===== src/rtl/gain_select_cfg.svh =====
// Purpose: Named constants for the cutting/rapid gain selector.
// Assumes: A 20 MHz system clock and a register word of 16 bits in a 32-bit bus.
// Notes:   Register offsets are word indices; the byte address is four times the index.
`ifndef GAIN_SELECT_CFG_SVH
`define GAIN_SELECT_CFG_SVH

`define CLK_PERIOD_NS     50
`define SERVO_PERIOD_NS   1000000
`define SERVO_CYCLES      (`SERVO_PERIOD_NS / `CLK_PERIOD_NS)

`define REG_COUNT         15
`define IDX_FEED_SW       4'h0
`define IDX_DIAG          4'h1
`define IDX_VEL_BASE      4'h2
`define IDX_CUT_OVR       4'h3
`define IDX_FAST_OVR      4'h4
`define IDX_FAST_MAG      4'h5
`define IDX_TC_BASE       4'h6
`define IDX_TC_CUT        4'h7
`define IDX_PFF_BASE      4'h8
`define IDX_PFF_CUT       4'h9
`define IDX_VFF_BASE      4'ha
`define IDX_VFF_CUT       4'hb
`define IDX_MODE_CFG      4'hc
`define IDX_RES_COEF      4'hd
`define IDX_MAX_CUR       4'he

`define BIT_ACCEL_SW      0
`define BIT_GAIN_SW       1
`define BIT_ACTIVE        0
`define BIT_READY         1
`define BIT_BYPASS        0
`define BIT_TQ_FILT       1
`define BIT_RES_FILT      2

`define RST_ZERO          16'h0000
`define RST_PCT_UNITY     16'h0064
`define RST_MAX_CUR       16'hffff

`define PCT_UNITY         16'h0064
`define CUT_OVR_MIN       16'h0032
`define CUT_OVR_MAX       16'h0190
`define FAST_OVR_MIN      16'h0064
`define FAST_OVR_MAX      16'h0190
`define FAST_MAG_MIN      16'h0064
`define FAST_MAG_MAX      16'h010e
`define GAIN_DEN          17'h00100
`define GAIN_SHIFT        8
`define TORQUE_LIMIT_PCT  16'h0046

`endif


===== src/rtl/gain_select_pkg.sv =====
// Purpose: Shared types of the cutting/rapid gain selector.
// Assumes: Nothing beyond the constants header.
// Notes:   Numbers live in gain_select_cfg.svh.
package gain_select_pkg;

	typedef enum logic {
		CODE_OFF,
		CODE_ON
	} code_state_t;

	typedef logic [15:0] word_t;

endpackage : gain_select_pkg


===== src/rtl/servo_param_math.sv =====
// Purpose: Velocity gain arithmetic and torque command clamp.
// Assumes: tick_i is a one-cycle pulse per servo cycle.
// Notes:   Gain and limit move only on tick_i; the torque path is registered every clock and clamped while clamp_i is set.
`timescale 1ns/100ps
`include "gain_select_cfg.svh"

module servo_param_math
	import gain_select_pkg::*;
(
	// Clock and reset.
	input  wire logic               clk_i,
	input  wire logic               rst_i,
	// Servo cycle and operands.
	input  wire logic               tick_i,
	input  wire word_t              vel_base_i,
	input  wire word_t              vel_mult_i,
	input  wire word_t              max_current_i,
	input  wire logic               clamp_i,
	input  wire logic signed [15:0] torque_command_i,
	// Results.
	output logic        [24:0]      vel_gain_o,
	output logic signed [15:0]      torque_command_o
);

	logic        [24:0] gain_d;
	logic        [15:0] limit_q;
	logic        [15:0] limit_d;
	logic signed [15:0] torque_d;
	logic        [32:0] product;
	logic        [31:0] limit_prod;
	logic signed [16:0] tq_ext;
	logic signed [16:0] lim_ext;

	always_comb begin
		product    = ({16'h0000, `GAIN_DEN} + 33'(vel_base_i)) * 33'(vel_mult_i);
		limit_prod = 32'(max_current_i) * 32'(`TORQUE_LIMIT_PCT);
		gain_d     = vel_gain_o;
		limit_d    = limit_q;
		if (tick_i) begin
			gain_d  = product[24 + `GAIN_SHIFT:`GAIN_SHIFT];
			limit_d = 16'(limit_prod / 32'(`PCT_UNITY));
		end
		tq_ext  = 17'(torque_command_i);
		lim_ext = signed'({1'b0, limit_q});
		torque_d = torque_command_i;
		// A limit above the signed range can never be exceeded, so truncation here is safe.
		if (clamp_i && tq_ext > lim_ext) begin
			torque_d = signed'(limit_q);
		end else if (clamp_i && tq_ext < -lim_ext) begin
			torque_d = 16'(-lim_ext);
		end
	end

	always_ff @(posedge clk_i) begin
		if (rst_i) begin
			vel_gain_o       <= '0;
			limit_q          <= '0;
			torque_command_o <= '0;
		end else begin
			vel_gain_o       <= gain_d;
			limit_q          <= limit_d;
			torque_command_o <= torque_d;
		end
	end

	property p_gain_formula;
		@(posedge clk_i) disable iff (rst_i)
		tick_i |=> vel_gain_o == 25'((($past(33'(vel_base_i)) + 33'(`GAIN_DEN)) * $past(33'(vel_mult_i)))
			>> `GAIN_SHIFT);
	endproperty
	a_gain_formula: assert property (p_gain_formula) else $error("velocity gain formula wrong");

	property p_torque_clamped;
		@(posedge clk_i) disable iff (rst_i)
		(clamp_i && tq_ext > lim_ext) |=> torque_command_o == signed'($past(limit_q));
	endproperty
	a_torque_clamped: assert property (p_torque_clamped) else $error("torque not clamped");

	property p_torque_pass;
		@(posedge clk_i) disable iff (rst_i)
		!clamp_i |=> torque_command_o == $past(torque_command_i);
	endproperty
	a_torque_pass: assert property (p_torque_pass) else $error("torque altered without clamp");

	c_clamp_hit: cover property (@(posedge clk_i) disable iff (rst_i) clamp_i && tq_ext > lim_ext);

endmodule : servo_param_math


===== src/rtl/cutting_rapid_gain_select.sv =====
// Purpose: Per-axis cutting/rapid parameter selection and fast current-loop mode tracking.
// Assumes: Classic Wishbone slave, 20 MHz clock, interpreter strobes on the same clock.
// Notes:   All loop-facing outputs except torque_command_o move only on the servo cycle tick; the torque command is registered every clock.
// Overview of operation
// - Fast mode counts only for cutting commands between the enter code and the leave code, or for any cutting command with code bypass set.
// - After reset the ready flag (diagnostic bit 1) is set when the fast option is configured and usable.
// - With ready set and the enter code in effect, the active flag (bit 0) is 1 during cutting feed.
// - With ready and code bypass set, the active flag is 1 during every cutting feed without the enter code.
// - While active, the current loop runs its fast cycle with the fast current gain magnification.
// - Bit 1 of the switch control register enables cutting/rapid velocity gain switching.
// - Velocity gain is (1 + base/256) times 100, or times the cutting override in switched cutting feed.
// - The cutting override accepts only 50 to 400 percent, and software must write within that range.
// - While fast mode is active a separate fast override replaces the cutting override.
// - Bit 0 of the switch control register enables cutting/rapid acceleration switching.
// - With acceleration switching on, cutting uses the alternate time constant and feed-forward set.
// - The resonance filter settings are never switched between cutting and rapid.
// - The torque filter and the resonance filter may both be enabled together.
// - During cutting in fast mode the torque command is clamped to 70 percent of maximum current.
`timescale 1ns/100ps
`include "gain_select_cfg.svh"

module cutting_rapid_gain_select
	import gain_select_pkg::*;
#(
	parameter int SERVO_CYCLES = `SERVO_CYCLES
) (
	// Clock and reset.
	input  wire logic               clk_i,
	input  wire logic               rst_i,
	// Wishbone slave.
	input  wire logic               cyc_i,
	input  wire logic               stb_i,
	input  wire logic               we_i,
	input  wire logic [7:0]         adr_i,
	input  wire logic [3:0]         sel_i,
	input  wire logic [31:0]        dat_i,
	output logic      [31:0]        dat_o,
	output logic                    ack_o,
	// Option straps from pins.
	input  wire logic               fast_option_i,
	input  wire logic               fast_capable_i,
	// Program interpreter.
	input  wire logic               cutting_i,
	input  wire logic               mode_enter_code_i,
	input  wire logic               mode_leave_code_i,
	// Torque path.
	input  wire logic signed [15:0] torque_command_i,
	output logic signed [15:0]      torque_command_o,
	// Loop parameters.
	output logic      [24:0]        vel_gain_o,
	output word_t                   current_gain_o,
	output logic                    fast_cycle_o,
	output word_t                   fine_accel_decel_o,
	output word_t                   pos_feed_forward_o,
	output word_t                   vel_feed_forward_o,
	output word_t                   resonance_coef_o,
	output logic                    torque_filter_en_o,
	output logic                    resonance_filter_en_o,
	output logic                    fast_mode_ready_o,
	output logic                    fast_mode_active_o
);

	function automatic word_t merge16(input word_t old, input logic [31:0] dat, input logic [3:0] sel);
		merge16 = old;
		if (sel[0]) begin
			merge16[7:0] = dat[7:0];
		end
		if (sel[1]) begin
			merge16[15:8] = dat[15:8];
		end
	endfunction : merge16

	function automatic word_t reset_value(input int idx);
		if (idx == int'(`IDX_CUT_OVR) || idx == int'(`IDX_FAST_OVR) || idx == int'(`IDX_FAST_MAG)) begin
			reset_value = `RST_PCT_UNITY;
		end else if (idx == int'(`IDX_MAX_CUR)) begin
			reset_value = `RST_MAX_CUR;
		end else begin
			reset_value = `RST_ZERO;
		end
	endfunction : reset_value

	// Out-of-range values are dropped whole, so the loop never sees a half-valid override.
	function automatic logic write_ok(input int idx, input word_t v);
		if (idx == int'(`IDX_DIAG)) begin
			write_ok = 1'b0;
		end else if (idx == int'(`IDX_CUT_OVR)) begin
			write_ok = v >= `CUT_OVR_MIN && v <= `CUT_OVR_MAX;
		end else if (idx == int'(`IDX_FAST_OVR)) begin
			write_ok = v >= `FAST_OVR_MIN && v <= `FAST_OVR_MAX;
		end else if (idx == int'(`IDX_FAST_MAG)) begin
			write_ok = v >= `FAST_MAG_MIN && v <= `FAST_MAG_MAX;
		end else begin
			write_ok = 1'b1;
		end
	endfunction : write_ok

	// Bus slave and register file.
	word_t       regs_q [`REG_COUNT];
	word_t       regs_d [`REG_COUNT];
	logic        ack_q;
	logic        ack_d;
	logic [31:0] dat_q;
	logic [31:0] dat_d;
	logic [3:0]  idx;
	logic        mapped;
	logic        wr_en;
	word_t       wr_val;

	assign idx = adr_i[5:2];

	always_comb begin
		mapped = adr_i[7:6] == 2'b00 && int'(idx) < `REG_COUNT && adr_i[1:0] == 2'b00;
		ack_d  = cyc_i && stb_i && !ack_q;
		// A write lands at the edge where the master samples ack, while its request still stands.
		wr_en  = ack_q && cyc_i && stb_i && we_i && mapped;
		dat_d  = dat_q;
		wr_val = merge16(regs_q[idx], dat_i, sel_i);
		if (ack_d && !we_i) begin
			if (!mapped) begin
				dat_d = '0;
			end else if (idx == `IDX_DIAG) begin
				dat_d = 32'({fast_mode_ready_o, fast_mode_active_o});
			end else begin
				dat_d = 32'(regs_q[idx]);
			end
		end
	end

	generate
		for (genvar i = 0; i < `REG_COUNT; i++) begin : g_reg
			always_comb begin
				regs_d[i] = regs_q[i];
				if (wr_en && int'(idx) == i && write_ok(i, wr_val)) begin
					regs_d[i] = wr_val;
				end
			end

			always_ff @(posedge clk_i) begin
				if (rst_i) begin
					regs_q[i] <= reset_value(i);
				end else begin
					regs_q[i] <= regs_d[i];
				end
			end
		end
	endgenerate

	always_ff @(posedge clk_i) begin
		if (rst_i) begin
			ack_q <= 1'b0;
			dat_q <= '0;
		end else begin
			ack_q <= ack_d;
			dat_q <= dat_d;
		end
	end

	assign ack_o = ack_q;
	assign dat_o = dat_q;

	// Servo cycle divider.
	logic [15:0] div_q;
	logic [15:0] div_d;
	logic        tick;

	always_comb begin
		tick  = div_q == 16'(SERVO_CYCLES - 1);
		div_d = tick ? '0 : div_q + 16'h0001;
	end

	always_ff @(posedge clk_i) begin
		if (rst_i) begin
			div_q <= '0;
		end else begin
			div_q <= div_d;
		end
	end

	// Strap synchronisers and ready capture.
	logic [1:0] opt_sync_q;
	logic [1:0] cap_sync_q;
	logic       ready_d;
	logic       ready_taken_q;
	logic       ready_taken_d;

	always_comb begin
		ready_d       = fast_mode_ready_o;
		ready_taken_d = ready_taken_q;
		// Caught once per reset, so a strap change only counts after the next reset.
		if (tick && !ready_taken_q) begin
			ready_d       = opt_sync_q[1] && cap_sync_q[1];
			ready_taken_d = 1'b1;
		end
	end

	always_ff @(posedge clk_i) begin
		if (rst_i) begin
			opt_sync_q        <= '0;
			cap_sync_q        <= '0;
			fast_mode_ready_o <= 1'b0;
			ready_taken_q     <= 1'b0;
		end else begin
			opt_sync_q        <= {opt_sync_q[0], fast_option_i};
			cap_sync_q        <= {cap_sync_q[0], fast_capable_i};
			fast_mode_ready_o <= ready_d;
			ready_taken_q     <= ready_taken_d;
		end
	end

	// Program-code mode tracking; codes are held between ticks so none is lost.
	code_state_t code_q;
	code_state_t code_d;

	always_comb begin
		code_d = code_q;
		case (code_q)
			CODE_OFF: begin
				if (mode_enter_code_i && !mode_leave_code_i) begin
					code_d = CODE_ON;
				end
			end
			CODE_ON: begin
				if (mode_leave_code_i) begin
					code_d = CODE_OFF;
				end
			end
			default: begin
				code_d = CODE_OFF;
			end
		endcase
	end

	always_ff @(posedge clk_i) begin
		if (rst_i) begin
			code_q <= CODE_OFF;
		end else begin
			code_q <= code_d;
		end
	end

	// Per-cycle parameter selection.
	logic  gain_sw;
	logic  accel_sw;
	logic  bypass;
	logic  active_d;
	logic  cut_alt;
	word_t vel_mult;
	word_t cur_gain_d;
	word_t tc_d;
	word_t pff_d;
	word_t vff_d;
	word_t res_d;
	logic  tqf_d;
	logic  resf_d;

	always_comb begin
		gain_sw  = regs_q[`IDX_FEED_SW][`BIT_GAIN_SW];
		accel_sw = regs_q[`IDX_FEED_SW][`BIT_ACCEL_SW];
		bypass   = regs_q[`IDX_MODE_CFG][`BIT_BYPASS];
		active_d = fast_mode_ready_o && cutting_i && (code_q == CODE_ON || bypass);
		cut_alt  = accel_sw && cutting_i;
		if (active_d) begin
			vel_mult = regs_q[`IDX_FAST_OVR];
		end else if (gain_sw && cutting_i) begin
			vel_mult = regs_q[`IDX_CUT_OVR];
		end else begin
			vel_mult = `PCT_UNITY;
		end
		cur_gain_d = active_d ? regs_q[`IDX_FAST_MAG] : `PCT_UNITY;
		tc_d  = cut_alt ? regs_q[`IDX_TC_CUT] : regs_q[`IDX_TC_BASE];
		pff_d = cut_alt ? regs_q[`IDX_PFF_CUT] : regs_q[`IDX_PFF_BASE];
		vff_d = cut_alt ? regs_q[`IDX_VFF_CUT] : regs_q[`IDX_VFF_BASE];
		res_d  = regs_q[`IDX_RES_COEF];
		tqf_d  = regs_q[`IDX_MODE_CFG][`BIT_TQ_FILT];
		resf_d = regs_q[`IDX_MODE_CFG][`BIT_RES_FILT];
	end

	always_ff @(posedge clk_i) begin
		if (rst_i) begin
			fast_mode_active_o    <= 1'b0;
			fast_cycle_o          <= 1'b0;
			current_gain_o        <= `PCT_UNITY;
			fine_accel_decel_o    <= '0;
			pos_feed_forward_o    <= '0;
			vel_feed_forward_o    <= '0;
			resonance_coef_o      <= '0;
			torque_filter_en_o    <= 1'b0;
			resonance_filter_en_o <= 1'b0;
		end else if (tick) begin
			fast_mode_active_o    <= active_d;
			fast_cycle_o          <= active_d;
			current_gain_o        <= cur_gain_d;
			fine_accel_decel_o    <= tc_d;
			pos_feed_forward_o    <= pff_d;
			vel_feed_forward_o    <= vff_d;
			resonance_coef_o      <= res_d;
			torque_filter_en_o    <= tqf_d;
			resonance_filter_en_o <= resf_d;
		end
	end

	servo_param_math i_servo_param_math (
		.clk_i            (clk_i),
		.rst_i            (rst_i),
		.tick_i           (tick),
		.vel_base_i       (regs_q[`IDX_VEL_BASE]),
		.vel_mult_i       (vel_mult),
		.max_current_i    (regs_q[`IDX_MAX_CUR]),
		.clamp_i          (fast_mode_active_o),
		.torque_command_i (torque_command_i),
		.vel_gain_o       (vel_gain_o),
		.torque_command_o (torque_command_o)
	);

	property p_enter_active;
		@(posedge clk_i) disable iff (rst_i)
		tick && fast_mode_ready_o && code_q == CODE_ON && cutting_i |=> fast_mode_active_o;
	endproperty
	a_enter_active: assert property (p_enter_active) else $error("active flag missing in fast cutting");

	property p_rapid_inactive;
		@(posedge clk_i) disable iff (rst_i)
		tick && !cutting_i |=> !fast_mode_active_o && current_gain_o == `PCT_UNITY;
	endproperty
	a_rapid_inactive: assert property (p_rapid_inactive) else $error("fast mode outside cutting");

	property p_bypass_active;
		@(posedge clk_i) disable iff (rst_i)
		tick && fast_mode_ready_o && bypass && cutting_i |=> fast_mode_active_o;
	endproperty
	a_bypass_active: assert property (p_bypass_active) else $error("bypass did not activate mode");

	property p_ready_gates;
		@(posedge clk_i) disable iff (rst_i)
		!fast_mode_ready_o |-> !fast_mode_active_o;
	endproperty
	a_ready_gates: assert property (p_ready_gates) else $error("active without ready");

	property p_fast_gain;
		@(posedge clk_i) disable iff (rst_i)
		tick && active_d |=> fast_cycle_o && current_gain_o == $past(regs_q[`IDX_FAST_MAG]);
	endproperty
	a_fast_gain: assert property (p_fast_gain) else $error("fast current gain not applied");

	property p_cut_tc;
		@(posedge clk_i) disable iff (rst_i)
		tick && accel_sw && cutting_i |=> fine_accel_decel_o == $past(regs_q[`IDX_TC_CUT]);
	endproperty
	a_cut_tc: assert property (p_cut_tc) else $error("cutting time constant not chosen");

	property p_base_ff;
		@(posedge clk_i) disable iff (rst_i)
		tick && !(accel_sw && cutting_i) |=> pos_feed_forward_o == $past(regs_q[`IDX_PFF_BASE]);
	endproperty
	a_base_ff: assert property (p_base_ff) else $error("base feed-forward not chosen");

	property p_ovr_range;
		@(posedge clk_i) disable iff (rst_i)
		wr_en && idx == `IDX_CUT_OVR && (wr_val < `CUT_OVR_MIN || wr_val > `CUT_OVR_MAX)
			|=> regs_q[`IDX_CUT_OVR] == $past(regs_q[`IDX_CUT_OVR]);
	endproperty
	a_ovr_range: assert property (p_ovr_range) else $error("out-of-range override stored");

	property p_cycle_hold;
		@(posedge clk_i) disable iff (rst_i)
		!$past(tick) |-> $stable(fine_accel_decel_o) && $stable(fast_mode_active_o);
	endproperty
	a_cycle_hold: assert property (p_cycle_hold) else $error("parameter moved between ticks");

	property p_ack_one;
		@(posedge clk_i) disable iff (rst_i)
		ack_o |=> !ack_o;
	endproperty
	a_ack_one: assert property (p_ack_one) else $error("ack held longer than one cycle");

	c_fast_cut: cover property (@(posedge clk_i) disable iff (rst_i) tick && active_d);
	c_gain_sw: cover property (@(posedge clk_i) disable iff (rst_i) tick && gain_sw && cutting_i && !active_d);
	c_accel_sw: cover property (@(posedge clk_i) disable iff (rst_i) tick && cut_alt);

endmodule : cutting_rapid_gain_select


===== config.mk =====
export PLATFORM = sky130hd
export DESIGN_NAME = cutting_rapid_gain_select
export DESIGN_NICKNAME = d
export VERILOG_FILES = /design/src/rtl/gain_select_pkg.sv /design/src/rtl/servo_param_math.sv /design/src/rtl/cutting_rapid_gain_select.sv
export VERILOG_INCLUDE_DIRS = /design/src /design/src/rtl
export SDC_FILE = /design/constraint.sdc
export NUM_CORES = 2
export LEC_CHECK = 0
export ABC_AREA = 1
export CORE_UTILIZATION = 39
export DETAILED_ROUTE_END_ITERATION = 10
export DONT_BUFFER_PORTS = 1
export HOLD_SLACK_MARGIN = 0.03
export SLEW_MARGIN = 20
export SYNTH_ARGS = -nofsm -noshare
export SYNTH_HDL_FRONTEND = slang
export SYNTH_SLANG_ARGS = --single-unit
export TNS_END_PERCENT = 1

===== constraint.sdc =====
create_clock -name clk_i -period 43.5 [get_ports clk_i]
set_clock_uncertainty 0.15 [all_clocks]
set_input_delay 8.7 -clock clk_i [delete_from_list [all_inputs] [get_ports clk_i]]
set_output_delay 8.7 -clock clk_i [all_outputs]
set_load 0.02 [all_outputs]

==> impl_metrics.yaml <==
job:
  drv_cap: 0
floorplan:
  die_x_um: 308
  rows: 111
  dieArea_sq_mm: 0.0950
  coreArea_sq_mm: 0.0922
  start_util_pct: 39.6
  num_io_pins: 229
  dieHeight_um: 308
global_routing:
  grt_pass1_wl_mm: 186
  antenna_found_initial: 5
  grt.total_usage_pct: 24.9
  grt_start_max_net_pins: 104
  grt_remaining_overflow: 0
  grt_pass1_vias: 32700
hold_path:
  hold_end: "div_q[0]$_SDFF_PP0_"
  worstHoldPathCells: 1
  hold_path.class: "flop to flop"
  worstHoldStart: "div_q[0]$_SDFF_PP0_"
drt:
  wire_per_inst_um: 18.0
  drt-initial-drc-count: 2945
  post_drt_via_cell_ratio: 5.29
  vias: 35100
  firstDrtPassIters: 7
  ant_nets: 0
  routed_wl_mm: 119
  drc: 0
cells_and_area:
  n_fill_cell: 9788
  final_nets: 5824
  final_cell_mix: "nand2_1, inv_1, o21ai_0, dfxtp_1, nor2_1"
  final_layout_size_suffix_gt1_share_pct: 7.10
  area_growth_pct: 7.47
  layout_commonest_cell: "nand2_1"
sta:
  tightest_slew_ps: 1140
  fin_crit_ps: 20170
  hold_viol_final: 0
  rsz0062_at_grt: "false"
  setup_viol: 0
  fin_crit_sh_pct: 46.4
  relSlewSlack_pct: 24.2
  slew_violations: 0
  finalSetupTns_ps: 0
  fmax_mhz: 49.6
setup_path:
  critPathKind: "flop to flop"
  cp.required_ps: 43880
  path_common_cell: "nand2_1"
  crit_start: "regs_q[14][6]$_SDFFE_PP1P_"
  reg2reg_slack_ps: 23330
  path_buf_inv: 10
  crit_fanout: 21
  critPathLaunchType: "flop"
  cpMaxStageDelayCell: "fa_1"
  timing.rr.end: "i_servo_param_math.limit_q[0]$_SDFFE_PP0N_"
  crit_arrival_ps: 20550
  cp_top_family: "simple AND/OR/NAND/NOR gates"
  r2r-start: "regs_q[14][6]$_SDFFE_PP1P_"
  rr_worst_depth: 116
  max_stage_delay_ps: 530
  end_kind: "flop"
yosys:
  synth_fa_ha_area_share_pct: 18.4
  synth-seq-cells: 404
  yosys_warnings: 0
  ys.flop_type: "dfxtp_1"
  syn_area_sq_mm: 0.0366
  synthSimpleGateAreaFrac_pct: 29.2
  yosys-top-cells-area: "dfxtp_1, nand2_1, fa_1"
  synth_edf_count: 0
  muxShareOfSynthArea_pct: 0.739
  synth_xor_area_share_pct: 2.66
  synth-compound-area-share_pct: 14.6
  synth_top_area_share_pct: 22.1
  synth_cell_type_count: 70
  synth_top_cell_by_area: "dfxtp_1"
  ys_seq_area_share_pct: 22.1
  syn_inst: 5445
  async_flop_share_pct: 0
  synth_top_family_by_area: "simple AND/OR/NAND/NOR gates"
  syn_avg_cell_area_sq_um: 6.72
clock_network:
  cts-buffers-inserted: 48
  cts_sinks: 404
  cts_max_path_buffers: 3
  post_cts_resized: 0
  clk_latency_ps: 660
  root_buffer: "clkbuf_16"
  tritoncts: "yes"
  htreeDepth: 2
  path_clk_slew_ps: 60
  postCtsSetupBuffers: 0
  cts_hold_buf: 0
placed_design:
  dp_hpwl_mm: 91.4
  io_buffers: 0
  place.gp.congestion: 0.948
run_status:
  status: "finished, final reports clean"
## per-layer routing
layer  GRT usage, %  wire length (um)
met3           4.07              8560
met4           8.69              3910
met1           33.1             52500
met2           40.6             54400
met5              0                 0
## cell families (layout without fill, tap and decap cells)
kind of cell,Yosys count,count (layout)
compound gates,953,953
xor+xnor,109,109
fa+ha+maj,407,407
buf+inv,1147,1068
flops,404,404
mux,27,27
other cells,1,20
simple gates,2397,2397
## final cells by class
type	instances	area, sq um	area share [%]
Sequential cell	404	8090	20.6
Clock buffer	65	1360	3.45
Antenna cell	4	10.0	0.0255
Inverter	932	3500	8.92
Timing Repair Buffer	52	390	0.993
Multi-Input combinational cell	3909	24100	61.3
Tap cell	1243	1560	3.96
Clock inverter	19	293	0.745
## worst max path at each step
stage	endpoint	depth (start not counted)
finish	i_servo_param_math.limit_q[0]$_SDFFE_PP0N_	116
global route	i_servo_param_math.limit_q[0]$_SDFFE_PP0N_	118
CTS	i_servo_param_math.limit_q[0]$_SDFFE_PP0N_	118
detailed placement	i_servo_param_math.limit_q[0]$_SDFFE_PP0N_	118
global placement	i_servo_param_math.limit_q[0]$_SDFFE_PP0N_	112
floorplan	i_servo_param_math.vel_gain_o[24]$_SDFFE_PP0N_	70
## flip-flops by register name (all words and copies together), names as in the netlist, 2 cells and up
register	cells
i_servo_param_math.vel_gain_o	25
div_q	16
vel_feed_forward_o	16
cap_sync_q	2
resonance_coef_o	16
opt_sync_q	2
fine_accel_decel_o	16
current_gain_o	16
i_servo_param_math.torque_command_o	16
i_servo_param_math.limit_q	16
regs_q	224
pos_feed_forward_o	16
dat_o	16
## per-stage QoR
step | area, sq um | hold slack (ps) | cells | util (%) | worst slack, ps
2_1_floorplan | 36600 | 238 | 5460 | - | 26860
3_3_place_gp | 37600 | 283 | 6540 | 40.8 | 23840
3_5_place_dp | 37600 | 291 | 6540 | 40.8 | 23640
4_1_cts | 39300 | 306 | 6624 | 42.6 | 23580
5_1_grt | 39300 | 318 | 6628 | 42.6 | 21320
6_report | 39300 | 296 | 6628 | 42.6 | 23330
## Yosys cell counts, types with 49 or more instances
library cell and n:
nand4_1 104, fa_1 219, nand2_2 63, nand3_1 284, inv_2 49, a21oi_1 315, nand2_1 1333, nor3_1 62
clkbuf_1 165, o21ai_0 416, o22ai_1 51, dfxtp_1 404, ha_1 188, inv_1 869, nor2_1 402, xor2_1 79
## worst register-to-register path: cells and delay by family, from the launching register on
family | cells | cell delay [ps]
simple gates | 100 | 16550
fa+ha+maj | 4 | 1470
buf+inv | 10 | 1060
flops | 1 | 500
compound gates | 2 | 330
Power is left out: the tool's default activity adds up to more than one toggle a clock period on the data nets, which glitch-free logic cannot reach.
